## src/spi_port_pkg.sv

```systemverilog
`default_nettype none
// Shared constants for the serial peripheral port.
package spi_port_pkg;

  // Register indices; each register takes one word at four times its index.
  localparam logic [7:0]  IDX_DATA   = 8'h21;
  localparam logic [7:0]  IDX_CTRL   = 8'h22;
  localparam logic [7:0]  IDX_STAT   = 8'h23;
  localparam logic [11:0] ADDR_DATA  = {2'b00, IDX_DATA, 2'b00};
  localparam logic [11:0] ADDR_CTRL  = {2'b00, IDX_CTRL, 2'b00};
  localparam logic [11:0] ADDR_STAT  = {2'b00, IDX_STAT, 2'b00};

  // Control register fields.
  localparam int CTL_IRQ_EN   = 7;
  localparam int CTL_PORT_EN  = 6;
  localparam int CTL_DIV2     = 5;
  localparam int CTL_MASTER   = 4;
  localparam int CTL_CLOCK_POLARITY     = 3;
  localparam int CTL_CLOCK_PHASE     = 2;
  localparam int CTL_RATE_HI  = 1;
  localparam int CTL_RATE_LO  = 0;

  // Status register fields.
  localparam int STAT_DONE    = 7;
  localparam int STAT_WRITE_COLLISION_FLAG    = 6;
  localparam int STAT_MODE_FAULT_FLAG    = 4;
  localparam int BYTE_MSB     = 7;

  // Reset values.
  localparam logic [7:0]  CTRL_RESET = 8'h00;
  localparam logic [7:0]  BYTE_RESET = 8'h00;

  // Rate codes {div2_bypass, rate_select} and their clock dividers.
  localparam logic [2:0] RATE_DIV4   = 3'b100;
  localparam logic [2:0] RATE_DIV8   = 3'b000;
  localparam logic [2:0] RATE_DIV16  = 3'b001;
  localparam logic [2:0] RATE_DIV32  = 3'b110;
  localparam logic [2:0] RATE_DIV64  = 3'b010;
  localparam logic [2:0] RATE_DIV128 = 3'b011;
  localparam logic [6:0] HALF_DIV4   = 7'(4 / 2);
  localparam logic [6:0] HALF_DIV8   = 7'(8 / 2);
  localparam logic [6:0] HALF_DIV16  = 7'(16 / 2);
  localparam logic [6:0] HALF_DIV32  = 7'(32 / 2);
  localparam logic [6:0] HALF_DIV64  = 7'(64 / 2);
  localparam logic [6:0] HALF_DIV128 = 7'(128 / 2);

  // Byte framing: sixteen serial clock edges, eight captures.
  localparam logic [4:0] EDGE_LAST   = 5'h0F;
  localparam logic [2:0] CAP_LAST    = 3'h7;

  // Transfer engine states.
  typedef enum logic [1:0] {ST_IDLE, ST_MASTER, ST_SLAVE} xfer_state_type;

endpackage
`default_nettype wire

```

## src/spi_port.sv

```systemverilog
`timescale 1ns/1ps
`default_nettype none
// How it works
// - Interrupt when enabled and done or fault
// - Port enable zero releases pins to ports
// - Fault clears port enable and master select
// - Master select drives clock, swaps data pins
// - Clock polarity sets idle clock level
// - Clock phase picks first capture edge
// - Master rate from six dividers
// - Rate bits ignored in slave mode
// - Done flag set; status then data clears
// - Data writes ignored while done flag set, unless a status read came first
// - Write during transfer sets collision flag
// - Fault flag cleared by status then control
// - Status read only, unused bits zero
// - Master transfer starts only on data write
// - Received byte copied to receive buffer
// - Write loads shifter, read returns buffer
// - Divide-by-two stage bypass, reset cleared
// - Collision leaves transfer running, write dropped
// - Fault blocks enabling outside clear sequence
// - Low select freezes slave data register
module spi_port
  import spi_port_pkg::*;
(
  input  wire logic        pclk,
  input  wire logic        presetn,
  input  wire logic        psel,
  input  wire logic        penable,
  input  wire logic        pwrite,
  input  wire logic [11:0] paddr,
  input  wire logic [31:0] pwdata,
  output logic      [31:0] prdata,
  output logic             pready,
  output logic             pslverr,
  input  wire logic        sck_in,
  output logic             sck_out,
  output logic             sck_oe,
  input  wire logic        mosi_in,
  output logic             mosi_out,
  output logic             mosi_oe,
  input  wire logic        miso_in,
  output logic             miso_out,
  output logic             miso_oe,
  input  wire logic        ss_n_in,
  output logic             irq
);

  // Bus registers.
  logic [31:0]    prdata_ff;     // Read data captured in the setup cycle.
  logic           pready_ff;     // High in the first access cycle.
  logic           pslverr_ff;    // Error answer for an unmapped address.
  // Software visible state.
  logic [7:0]     ctrl_ff;       // Control register.
  logic [7:0]     nxt_ctrl;
  logic           done_ff;       // Transfer done flag.
  logic           write_collision_flag_ff;       // Write collision flag.
  logic           mode_fault_flag_ff;       // Mode fault flag.
  logic           done_arm_ff;   // Status seen with done set.
  logic           write_collision_flag_arm_ff;   // Status seen with collision set.
  logic           mode_fault_flag_arm_ff;   // Status seen with fault set.
  logic [7:0]     rx_buf_ff;     // Receive buffer.
  // Transfer engine.
  xfer_state_type state_ff;
  xfer_state_type nxt_state;
  logic [7:0]     shift_ff;      // Shift register.
  logic [7:0]     nxt_shift;
  logic           out_bit_ff;    // Bit driven onto the data output.
  logic           nxt_out;
  logic [4:0]     edge_cnt_ff;   // Serial clock edges seen in this byte.
  logic [4:0]     nxt_edge;
  logic [2:0]     cap_cnt_ff;    // Capture edges seen in this byte.
  logic [2:0]     nxt_cap;
  logic [6:0]     div_cnt_ff;    // Half period counter for the master.
  logic [6:0]     nxt_div;
  logic [7:0]     nxt_rx;
  logic           sck_ff;        // Serial clock driven as master.
  logic           nxt_sck;
  logic           sck_prev_ff;   // Previous sample of the clock input.
  // Pin enables and interrupt.
  logic           sck_oe_ff;
  logic           mosi_oe_ff;
  logic           miso_oe_ff;
  logic           irq_ff;

  // Bus decode.
  wire setup     = psel & ~penable;
  wire access    = psel & penable & pready_ff;
  wire hit_data  = paddr == ADDR_DATA;
  wire hit_ctrl  = paddr == ADDR_CTRL;
  wire hit_stat  = paddr == ADDR_STAT;
  wire mapped    = hit_data | hit_ctrl | hit_stat;
  wire dr_access = access & hit_data;
  wire wr_data   = dr_access & pwrite;
  wire sr_access = access & hit_stat;
  wire cr_write  = access & hit_ctrl & pwrite;

  // Mode decode.
  wire port_en   = ctrl_ff[CTL_PORT_EN];
  wire is_master = ctrl_ff[CTL_MASTER];
  wire clock_phase      = ctrl_ff[CTL_CLOCK_PHASE];
  wire clock_polarity      = ctrl_ff[CTL_CLOCK_POLARITY];
  wire master_on = port_en & is_master;
  wire slave_sel = port_en & ~is_master & ~ss_n_in;
  wire fault_evt = is_master & ~ss_n_in;
  wire busy_now  = (state_ff != ST_IDLE) | slave_sel;
  wire write_collision_flag_evt  = wr_data & busy_now;
  // A write lands only when idle and the done flag is clear or being
  // cleared by this very access.
  wire dr_load   = wr_data & ~busy_now & (~done_ff | done_arm_ff);

  // Rate select; the code is only used while the master runs.
  wire [2:0] rate_code = {ctrl_ff[CTL_DIV2], ctrl_ff[CTL_RATE_HI],
                          ctrl_ff[CTL_RATE_LO]};
  wire [6:0] half_cnt =
    (rate_code == RATE_DIV4)   ? HALF_DIV4   :
    (rate_code == RATE_DIV16)  ? HALF_DIV16  :
    (rate_code == RATE_DIV32)  ? HALF_DIV32  :
    (rate_code == RATE_DIV64)  ? HALF_DIV64  :
    (rate_code == RATE_DIV128) ? HALF_DIV128 : HALF_DIV8;

  // Edge events; the rate bits only feed the master tick.
  wire m_tick  = (state_ff == ST_MASTER) & master_on &
                 (div_cnt_ff == half_cnt - 7'h01);
  wire s_edge  = (state_ff == ST_SLAVE) & slave_sel &
                 (sck_in != sck_prev_ff);
  wire sh_edge = m_tick | s_edge;
  wire cap_edg = sh_edge & (edge_cnt_ff[0] == clock_phase);
  wire rx_in   = is_master ? miso_in : mosi_in;
  wire [7:0] shifted = {shift_ff[6:0], rx_in};
  wire last_cap = cap_edg & (cap_cnt_ff == CAP_LAST);

  // Status and read data; unused status bits stay zero.
  wire [7:0] stat_val = (8'(done_ff) << STAT_DONE) |
                        (8'(write_collision_flag_ff) << STAT_WRITE_COLLISION_FLAG) |
                        (8'(mode_fault_flag_ff) << STAT_MODE_FAULT_FLAG);
  wire [7:0] rd_mux = hit_data ? rx_buf_ff :
                      hit_ctrl ? ctrl_ff   :
                      hit_stat ? stat_val  : BYTE_RESET;

  // Flag clear sequences; a new event always wins over its clear.
  wire nxt_done = last_cap | (done_ff & ~(done_arm_ff & dr_access));
  wire nxt_write_collision_flag = write_collision_flag_evt | (write_collision_flag_ff & ~(write_collision_flag_arm_ff & dr_access));
  wire nxt_mode_fault_flag = fault_evt | (mode_fault_flag_ff & ~(mode_fault_flag_arm_ff & cr_write));

  // Control register next value.
  always_comb begin
    nxt_ctrl = ctrl_ff;
    if (cr_write) begin
      nxt_ctrl = pwdata[7:0];
      // Enabling is refused under a fault unless the sequence is armed.
      if (mode_fault_flag_ff & ~mode_fault_flag_arm_ff) begin
        nxt_ctrl[CTL_PORT_EN] = 1'b0;
        nxt_ctrl[CTL_MASTER]  = 1'b0;
      end
    end
    // A master fault takes the port off the pins and into slave mode.
    if (fault_evt) begin
      nxt_ctrl[CTL_PORT_EN] = 1'b0;
      nxt_ctrl[CTL_MASTER]  = 1'b0;
    end
  end

  // Transfer engine next state.
  always_comb begin
    nxt_state = state_ff;
    nxt_shift = shift_ff;
    nxt_out   = out_bit_ff;
    nxt_edge  = edge_cnt_ff;
    nxt_cap   = cap_cnt_ff;
    nxt_div   = div_cnt_ff;
    nxt_rx    = rx_buf_ff;
    unique case (state_ff)
      ST_IDLE: begin
        // Counters rest at zero between bytes.
        nxt_edge = 5'h00;
        nxt_cap  = 3'h0;
        nxt_div  = 7'h00;
        if (dr_load) begin
          // The written byte goes straight into the shifter.
          nxt_shift = pwdata[7:0];
          nxt_out   = pwdata[BYTE_MSB];
          if (master_on) begin
            nxt_state = ST_MASTER;
          end
        end else if (slave_sel) begin
          nxt_state = ST_SLAVE;
        end
      end
      ST_MASTER: begin
        // Disabling or a fault abandons the byte.
        if (!master_on) begin
          nxt_state = ST_IDLE;
        end else begin
          nxt_div = m_tick ? 7'h00 : div_cnt_ff + 7'h01;
        end
      end
      ST_SLAVE: begin
        // Select going high ends the slave frame.
        if (!slave_sel) begin
          nxt_state = ST_IDLE;
        end
      end
    endcase
    // Serial clock edge: capture or drive, then count.
    if (sh_edge) begin
      nxt_edge = edge_cnt_ff + 5'h01;
      if (cap_edg) begin
        nxt_shift = shifted;
        nxt_cap   = cap_cnt_ff + 3'h1;
        if (last_cap) begin
          nxt_rx = shifted;
        end
      end else begin
        nxt_out = shift_ff[BYTE_MSB];
      end
      if (edge_cnt_ff == EDGE_LAST) begin
        nxt_edge = 5'h00;
        nxt_cap  = 3'h0;
        if (state_ff == ST_MASTER) begin
          nxt_state = ST_IDLE;
        end
      end
    end
  end

  // Master clock toggles on each tick and rests at the polarity level.
  assign nxt_sck = (state_ff == ST_MASTER && master_on) ?
                   (sck_ff ^ m_tick) : clock_polarity;

  // Bus answer registers: zero wait state, data sampled in setup.
  always_ff @(posedge pclk or negedge presetn) begin
    if (!presetn) begin
      prdata_ff  <= 32'h0000_0000;
      pready_ff  <= 1'b0;
      pslverr_ff <= 1'b0;
    end else begin
      prdata_ff  <= setup ? {24'h00_0000, rd_mux} : prdata_ff;
      pready_ff  <= setup;
      pslverr_ff <= setup & ~mapped;
    end
  end

  // Control register and flags.
  always_ff @(posedge pclk or negedge presetn) begin
    if (!presetn) begin
      ctrl_ff     <= CTRL_RESET;
      done_ff     <= 1'b0;
      write_collision_flag_ff     <= 1'b0;
      mode_fault_flag_ff     <= 1'b0;
      done_arm_ff <= 1'b0;
      write_collision_flag_arm_ff <= 1'b0;
      mode_fault_flag_arm_ff <= 1'b0;
    end else begin
      ctrl_ff     <= nxt_ctrl;
      done_ff     <= nxt_done;
      write_collision_flag_ff     <= nxt_write_collision_flag;
      mode_fault_flag_ff     <= nxt_mode_fault_flag;
      done_arm_ff <= nxt_done & ~dr_access & (done_arm_ff | sr_access);
      write_collision_flag_arm_ff <= nxt_write_collision_flag & ~dr_access & (write_collision_flag_arm_ff | sr_access);
      mode_fault_flag_arm_ff <= nxt_mode_fault_flag & ~cr_write & (mode_fault_flag_arm_ff | sr_access);
    end
  end

  // Transfer engine registers.
  always_ff @(posedge pclk or negedge presetn) begin
    if (!presetn) begin
      state_ff    <= ST_IDLE;
      shift_ff    <= BYTE_RESET;
      out_bit_ff  <= 1'b0;
      edge_cnt_ff <= 5'h00;
      cap_cnt_ff  <= 3'h0;
      div_cnt_ff  <= 7'h00;
      rx_buf_ff   <= BYTE_RESET;
      sck_ff      <= 1'b0;
      sck_prev_ff <= 1'b0;
    end else begin
      state_ff    <= nxt_state;
      shift_ff    <= nxt_shift;
      out_bit_ff  <= nxt_out;
      edge_cnt_ff <= nxt_edge;
      cap_cnt_ff  <= nxt_cap;
      div_cnt_ff  <= nxt_div;
      rx_buf_ff   <= nxt_rx;
      sck_ff      <= nxt_sck;
      sck_prev_ff <= sck_in;
    end
  end

  // Pin enables and interrupt request.
  always_ff @(posedge pclk or negedge presetn) begin
    if (!presetn) begin
      sck_oe_ff  <= 1'b0;
      mosi_oe_ff <= 1'b0;
      miso_oe_ff <= 1'b0;
      irq_ff     <= 1'b0;
    end else begin
      sck_oe_ff  <= master_on;
      mosi_oe_ff <= master_on;
      miso_oe_ff <= slave_sel;
      irq_ff     <= ctrl_ff[CTL_IRQ_EN] & (done_ff | mode_fault_flag_ff);
    end
  end

  // Outputs come straight from flip-flops.
  assign prdata   = prdata_ff;
  assign pready   = pready_ff;
  assign pslverr  = pslverr_ff;
  assign sck_out  = sck_ff;
  assign sck_oe   = sck_oe_ff;
  assign mosi_out = out_bit_ff;
  assign mosi_oe  = mosi_oe_ff;
  assign miso_out = out_bit_ff;
  assign miso_oe  = miso_oe_ff;
  assign irq      = irq_ff;

  // The request follows an enabled done flag one cycle later.
  irq_gate_a: assert property (@(posedge pclk) disable iff (!presetn)
    ctrl_ff[CTL_IRQ_EN] && (done_ff || mode_fault_flag_ff) |=> irq_ff)
    else $error("interrupt not raised for enabled flag");

  // Without the port enable no pin is driven.
  pins_port_a: assert property (@(posedge pclk) disable iff (!presetn)
    !port_en |=> !sck_oe && !mosi_oe && !miso_oe)
    else $error("pin driven while port disabled");

  // A fault drops enable and master select and raises the flag.
  fault_clear_a: assert property (@(posedge pclk) disable iff (!presetn)
    fault_evt |=> !ctrl_ff[CTL_PORT_EN] && !ctrl_ff[CTL_MASTER] && mode_fault_flag_ff)
    else $error("mode fault not handled");

  // The clock rests at the polarity level outside a master byte.
  idle_level_a: assert property (@(posedge pclk) disable iff (!presetn)
    state_ff != ST_MASTER |=> sck_ff == $past(clock_polarity))
    else $error("clock not at idle level");

  // A refused data write does not start a transfer.
  done_block_a: assert property (@(posedge pclk) disable iff (!presetn)
    wr_data && done_ff && !done_arm_ff && state_ff == ST_IDLE && !slave_sel
    |=> state_ff == ST_IDLE)
    else $error("data write accepted while done set");

  // A write during a transfer sets the collision flag and keeps going.
  write_collision_flag_set_a: assert property (@(posedge pclk) disable iff (!presetn)
    write_collision_flag_evt && state_ff == ST_MASTER && !sh_edge && master_on
    |=> write_collision_flag_ff && state_ff == ST_MASTER && $stable(shift_ff))
    else $error("collision mishandled");

  // The last capture fills the buffer and sets the done flag.
  rx_copy_a: assert property (@(posedge pclk) disable iff (!presetn)
    last_cap |=> done_ff && rx_buf_ff == $past(shifted))
    else $error("receive buffer not loaded");

  // Status reads show zero in unused positions.
  stat_zero_a: assert property (@(posedge pclk) disable iff (!presetn)
    pready_ff && hit_stat |-> prdata_ff[31:8] == 24'h00_0000 &&
    prdata_ff[5] == 1'b0 && prdata_ff[3:0] == 4'h0)
    else $error("unused status bits not zero");

  // Master ticks never fall on two cycles in a row.
  rate_gap_a: assert property (@(posedge pclk) disable iff (!presetn)
    m_tick |=> !m_tick)
    else $error("master clock too fast");

endmodule
`default_nettype wire

```

## config.mk

```make
export PLATFORM = sky130hd
export DESIGN_NAME = spi_port
export DESIGN_NICKNAME = d
export VERILOG_FILES = /design/src/spi_port_pkg.sv /design/src/spi_port.sv
export SDC_FILE = /design/constraint.sdc
export NUM_CORES = 1
export LEC_CHECK = 0
export ABC_AREA = 1
export ABC_CLOCK_PERIOD_IN_PS = 2100
export CAP_MARGIN = 10
export CORE_MARGIN = 3
export CORE_UTILIZATION = 28
export DETAILED_ROUTE_END_ITERATION = 12
export DONT_BUFFER_PORTS = 1
export HOLD_SLACK_MARGIN = 0.1
export PLACE_DENSITY = 0.45
export SYNTH_ARGS = -nofsm -noshare
export SYNTH_HDL_FRONTEND = slang
export SYNTH_SLANG_ARGS = --single-unit
```

## constraint.sdc

```tcl
create_clock -name pclk -period 2.1 [get_ports pclk]
set_input_delay 0.105 -clock pclk [delete_from_list [all_inputs] [get_ports pclk]]
set_output_delay 0.105 -clock pclk [all_outputs]
set_load 0.01 [all_outputs]
```

==> reports/results.tsv <==
metric	value	unit
pwr dens	718.9	nW/um^2
startpoint class of the critical path	flop	
via count	2854	
Post-Syn Instances	456	
Iter 0 DRT Violations	154	
Final ANT Viol Nets	0	
status	finished clean	
peak supply drop	0.2967	mV
initial antenna violation count	0	
clock latency on the worst-skew pair	0.33	ns
fmax	0.5358	GHz
Post-Route WL	8524	um
most frequent cells in the layout	nand2_1, dfrtp_1, inv_1	
Tot Pwr	0.003004	W
unrepaired setup endpoints after global routing	no	
GP Congestion	0.8032	
Hold Fails Final Rpt	0	
Final #Nets	547	
Mapped Area	3531	um^2
Ant. Diodes	0	
Distinct cells, synth	38	
Pleak	2.086	nW
slowest cell delay on critical path	0.39	ns
Finish-stage setup viols	0	
Mapped Avg Cell Area	7.743	um^2
Setup CP Type	reg -> reg	
Placement Rows	40	
most common cell after layout, fill and taps aside	nand2_1	
H-tree levels	3	
Post-synth EDFFs	0	
root buffer selected by CTS	clkbuf_16	
Final Cell Area	4178	um^2
Area Growth Syn to Fin	18.32	%
die area	13990	um^2
largest net degree at the start of global routing	64	
vias per inst	4.331	
register area share after synthesis	44.65	%
Pre-Repair DR Iteration Count	5	
period utilization	88.88	%
number of port buffers	0	
Ys Warns	0	
worst-case reg-to-reg path depth	11	
Initial Utilization	29.03	%
hold depth	3	
Core Box Area	12160	um^2
drt drc	0	
clk sink count	63	
Final Max Tran Viols	0	
filler cell count	1279	
Worst Hold Margin	0.1170	ns
wire length per cell	12.93	um
post-route minimum period	1.866	ns
Setup crit end kind	flop	
WP data arrival	2.07	ns
CTS buffer count	9	
DP Area	3654	um^2
share of cells above drive strength 1	9.980	%
Worst path slowest cell	dfrtp_1	
FFs w/ async S/R, synth	100.0	%
max-cap violation count	0	
Final Skew	0.005073	ns
Clk pin slew, worst setup/hold paths	0.05	ns
DIE HEIGHT	118.3	um
Hold Crit Class	in -> reg	
# IOs	94	
multi-input combinational cell area	1604	um^2
first-pass GRT wire length	14350	um
Longest Clk Path Bufs	2	
Die Span X	118.3	um
grt total ovfl	0	
vias in the first global route	2775	
worst-path maximum fanout	8	
CP most frequent cell	nand2_1	
cells along the critical path	inv_1 -> ha_1 -> nand3_2 -> nor2_2 -> nand2_1 -> nor2_4 -> nand3_4 -> nand2_8 -> buf_4 -> nand2_1 -> a21boi_0	
Register Area	1577	um^2
Synth Flop Type	dfrtp_1	
post-DP HPWL	6368	um
Critical Path RT	2.30	ns
GRT Overall Usage	12.93	%
CTS tree	done	
FF+latch count, synth	63	
-- what timing repair did --
action	4_1_cts	5_1_grt
gates cloned	0	1
buffers inserted	0	5
setup endpoints to repair	11	26
hold endpoints to repair	81	0
hold buffers	16	0
pin swaps	0	1
resized for setup	1	4
-- kinds of logic after synthesis --
group / after synthesis / synth area share (%)
fa+ha+maj: 7 / 2.480
mux: 2 / 0.6024
simple gates: 231 / 28.81
flops: 63 / 44.65
xor+xnor: 7 / 1.736
buf+inv: 91 / 13.22
compound gates: 54 / 8.398
other cells: 1 / 0.1062
-- per-stage QoR --
step / setup TNS [ns] / util, % / cells / setup slack [ns]
final: 0 / 34.35 / 659 / 0.2335
after global routing: 0 / 34.35 / 659 / 0.03554
after CTS: 0 / 33.82 / 653 / 0.08657
after detailed placement: -0.3713 / 30.04 / 622 / -0.04899
after global placement: -0.1699 / 30.04 / 622 / -0.02475
after floorplan: 0 / - / 479 / 0.3584
-- state kept, by name, summed over array words and instances (netlist names), 2 cells and up --
| signal | count |
|---|---|
| prdata | 8 |
| edge_cnt_ff | 5 |
| ctrl_ff | 8 |
| state_ff | 2 |
| shift_ff | 8 |
| rx_buf_ff | 8 |
| div_cnt_ff | 7 |
| cap_cnt_ff | 3 |
-- worst max-delay path: cells and delay by family, from the launching register on --
kind	cells	cell delay, ns
AND/OR/NAND/NOR	7	0.76
adder cells (fa/ha/maj)	1	0.19
flip-flops	1	0.39
AO/OA/AOI/OAI	1	0.11
buffers and inverters	2	0.28
-- layer usage --
metal | GRT usage (%) | wire (um) | up-vias
li1 | - | - | 1464
met5 | 0 | 0 | -
met4 | 4.396 | 68 | 0
met3 | 3.062 | 303 | 4
met2 | 20.33 | 3937 | 49
met1 | 17.45 | 4216 | 1337
-- synthesized netlist by cell type (3+ instances only) --
| master | n | area, um^2 |
|---|---|---|
| a21oi_1 | 9 | 45.04 |
| a31oi_1 | 8 | 50.05 |
| buf_2 | 7 | 35.03 |
| buf_4 | 26 | 195.2 |
| dfrtp_1 | 63 | 1577 |
| ha_1 | 7 | 87.58 |
| inv_1 | 52 | 195.2 |
| nand2_1 | 133 | 499.2 |
| nand3_1 | 35 | 175.2 |
| nand4_1 | 11 | 68.82 |
| nor2_1 | 37 | 138.9 |
| o21ai_0 | 28 | 140.1 |
| o22ai_1 | 3 | 18.77 |
| xor2_1 | 5 | 43.79 |
-- report_power, final --
group / leakage (nW) / internal, W / switching, W
clock network: 0.142 / 0.000902 / 0.000510
registers: 0.848 / 0.00125 / 0.0000327
logic: 1.10 / 0.000103 / 0.000210
total: 2.09 / 0.00225 / 0.000752
-- final cells by class --
type | instances | share of cell area, %
clock buffer | 10 | 5.481
multi-input combinational | 326 | 38.39
inverter | 54 | 4.852
tap | 168 | 5.031
timing repair buffer | 33 | 7.308
clock inverter | 5 | 1.198
sequential | 63 | 37.74
-- worst paths after layout --
check	from	endpoint	slack, ns
setup / recovery	state_ff[1]$_DFF_PN0_	cap_cnt_ff[2]$_DFF_PN0_	0.23
hold / removal	mosi_in	shift_ff[0]$_DFF_PN0_	0.12
setup reg to reg	state_ff[1]$_DFF_PN0_	cap_cnt_ff[2]$_DFF_PN0_	0.23
hold reg to reg	rx_buf_ff[7]$_DFFE_PN0P_	rx_buf_ff[7]$_DFFE_PN0P_	0.47
max in group asynchronous	presetn	state_ff[1]$_DFF_PN0_	1.51
min in group asynchronous	presetn	mode_fault_flag_ff$_DFF_PN0_	0.31
(Power assumes the default switching activity.)
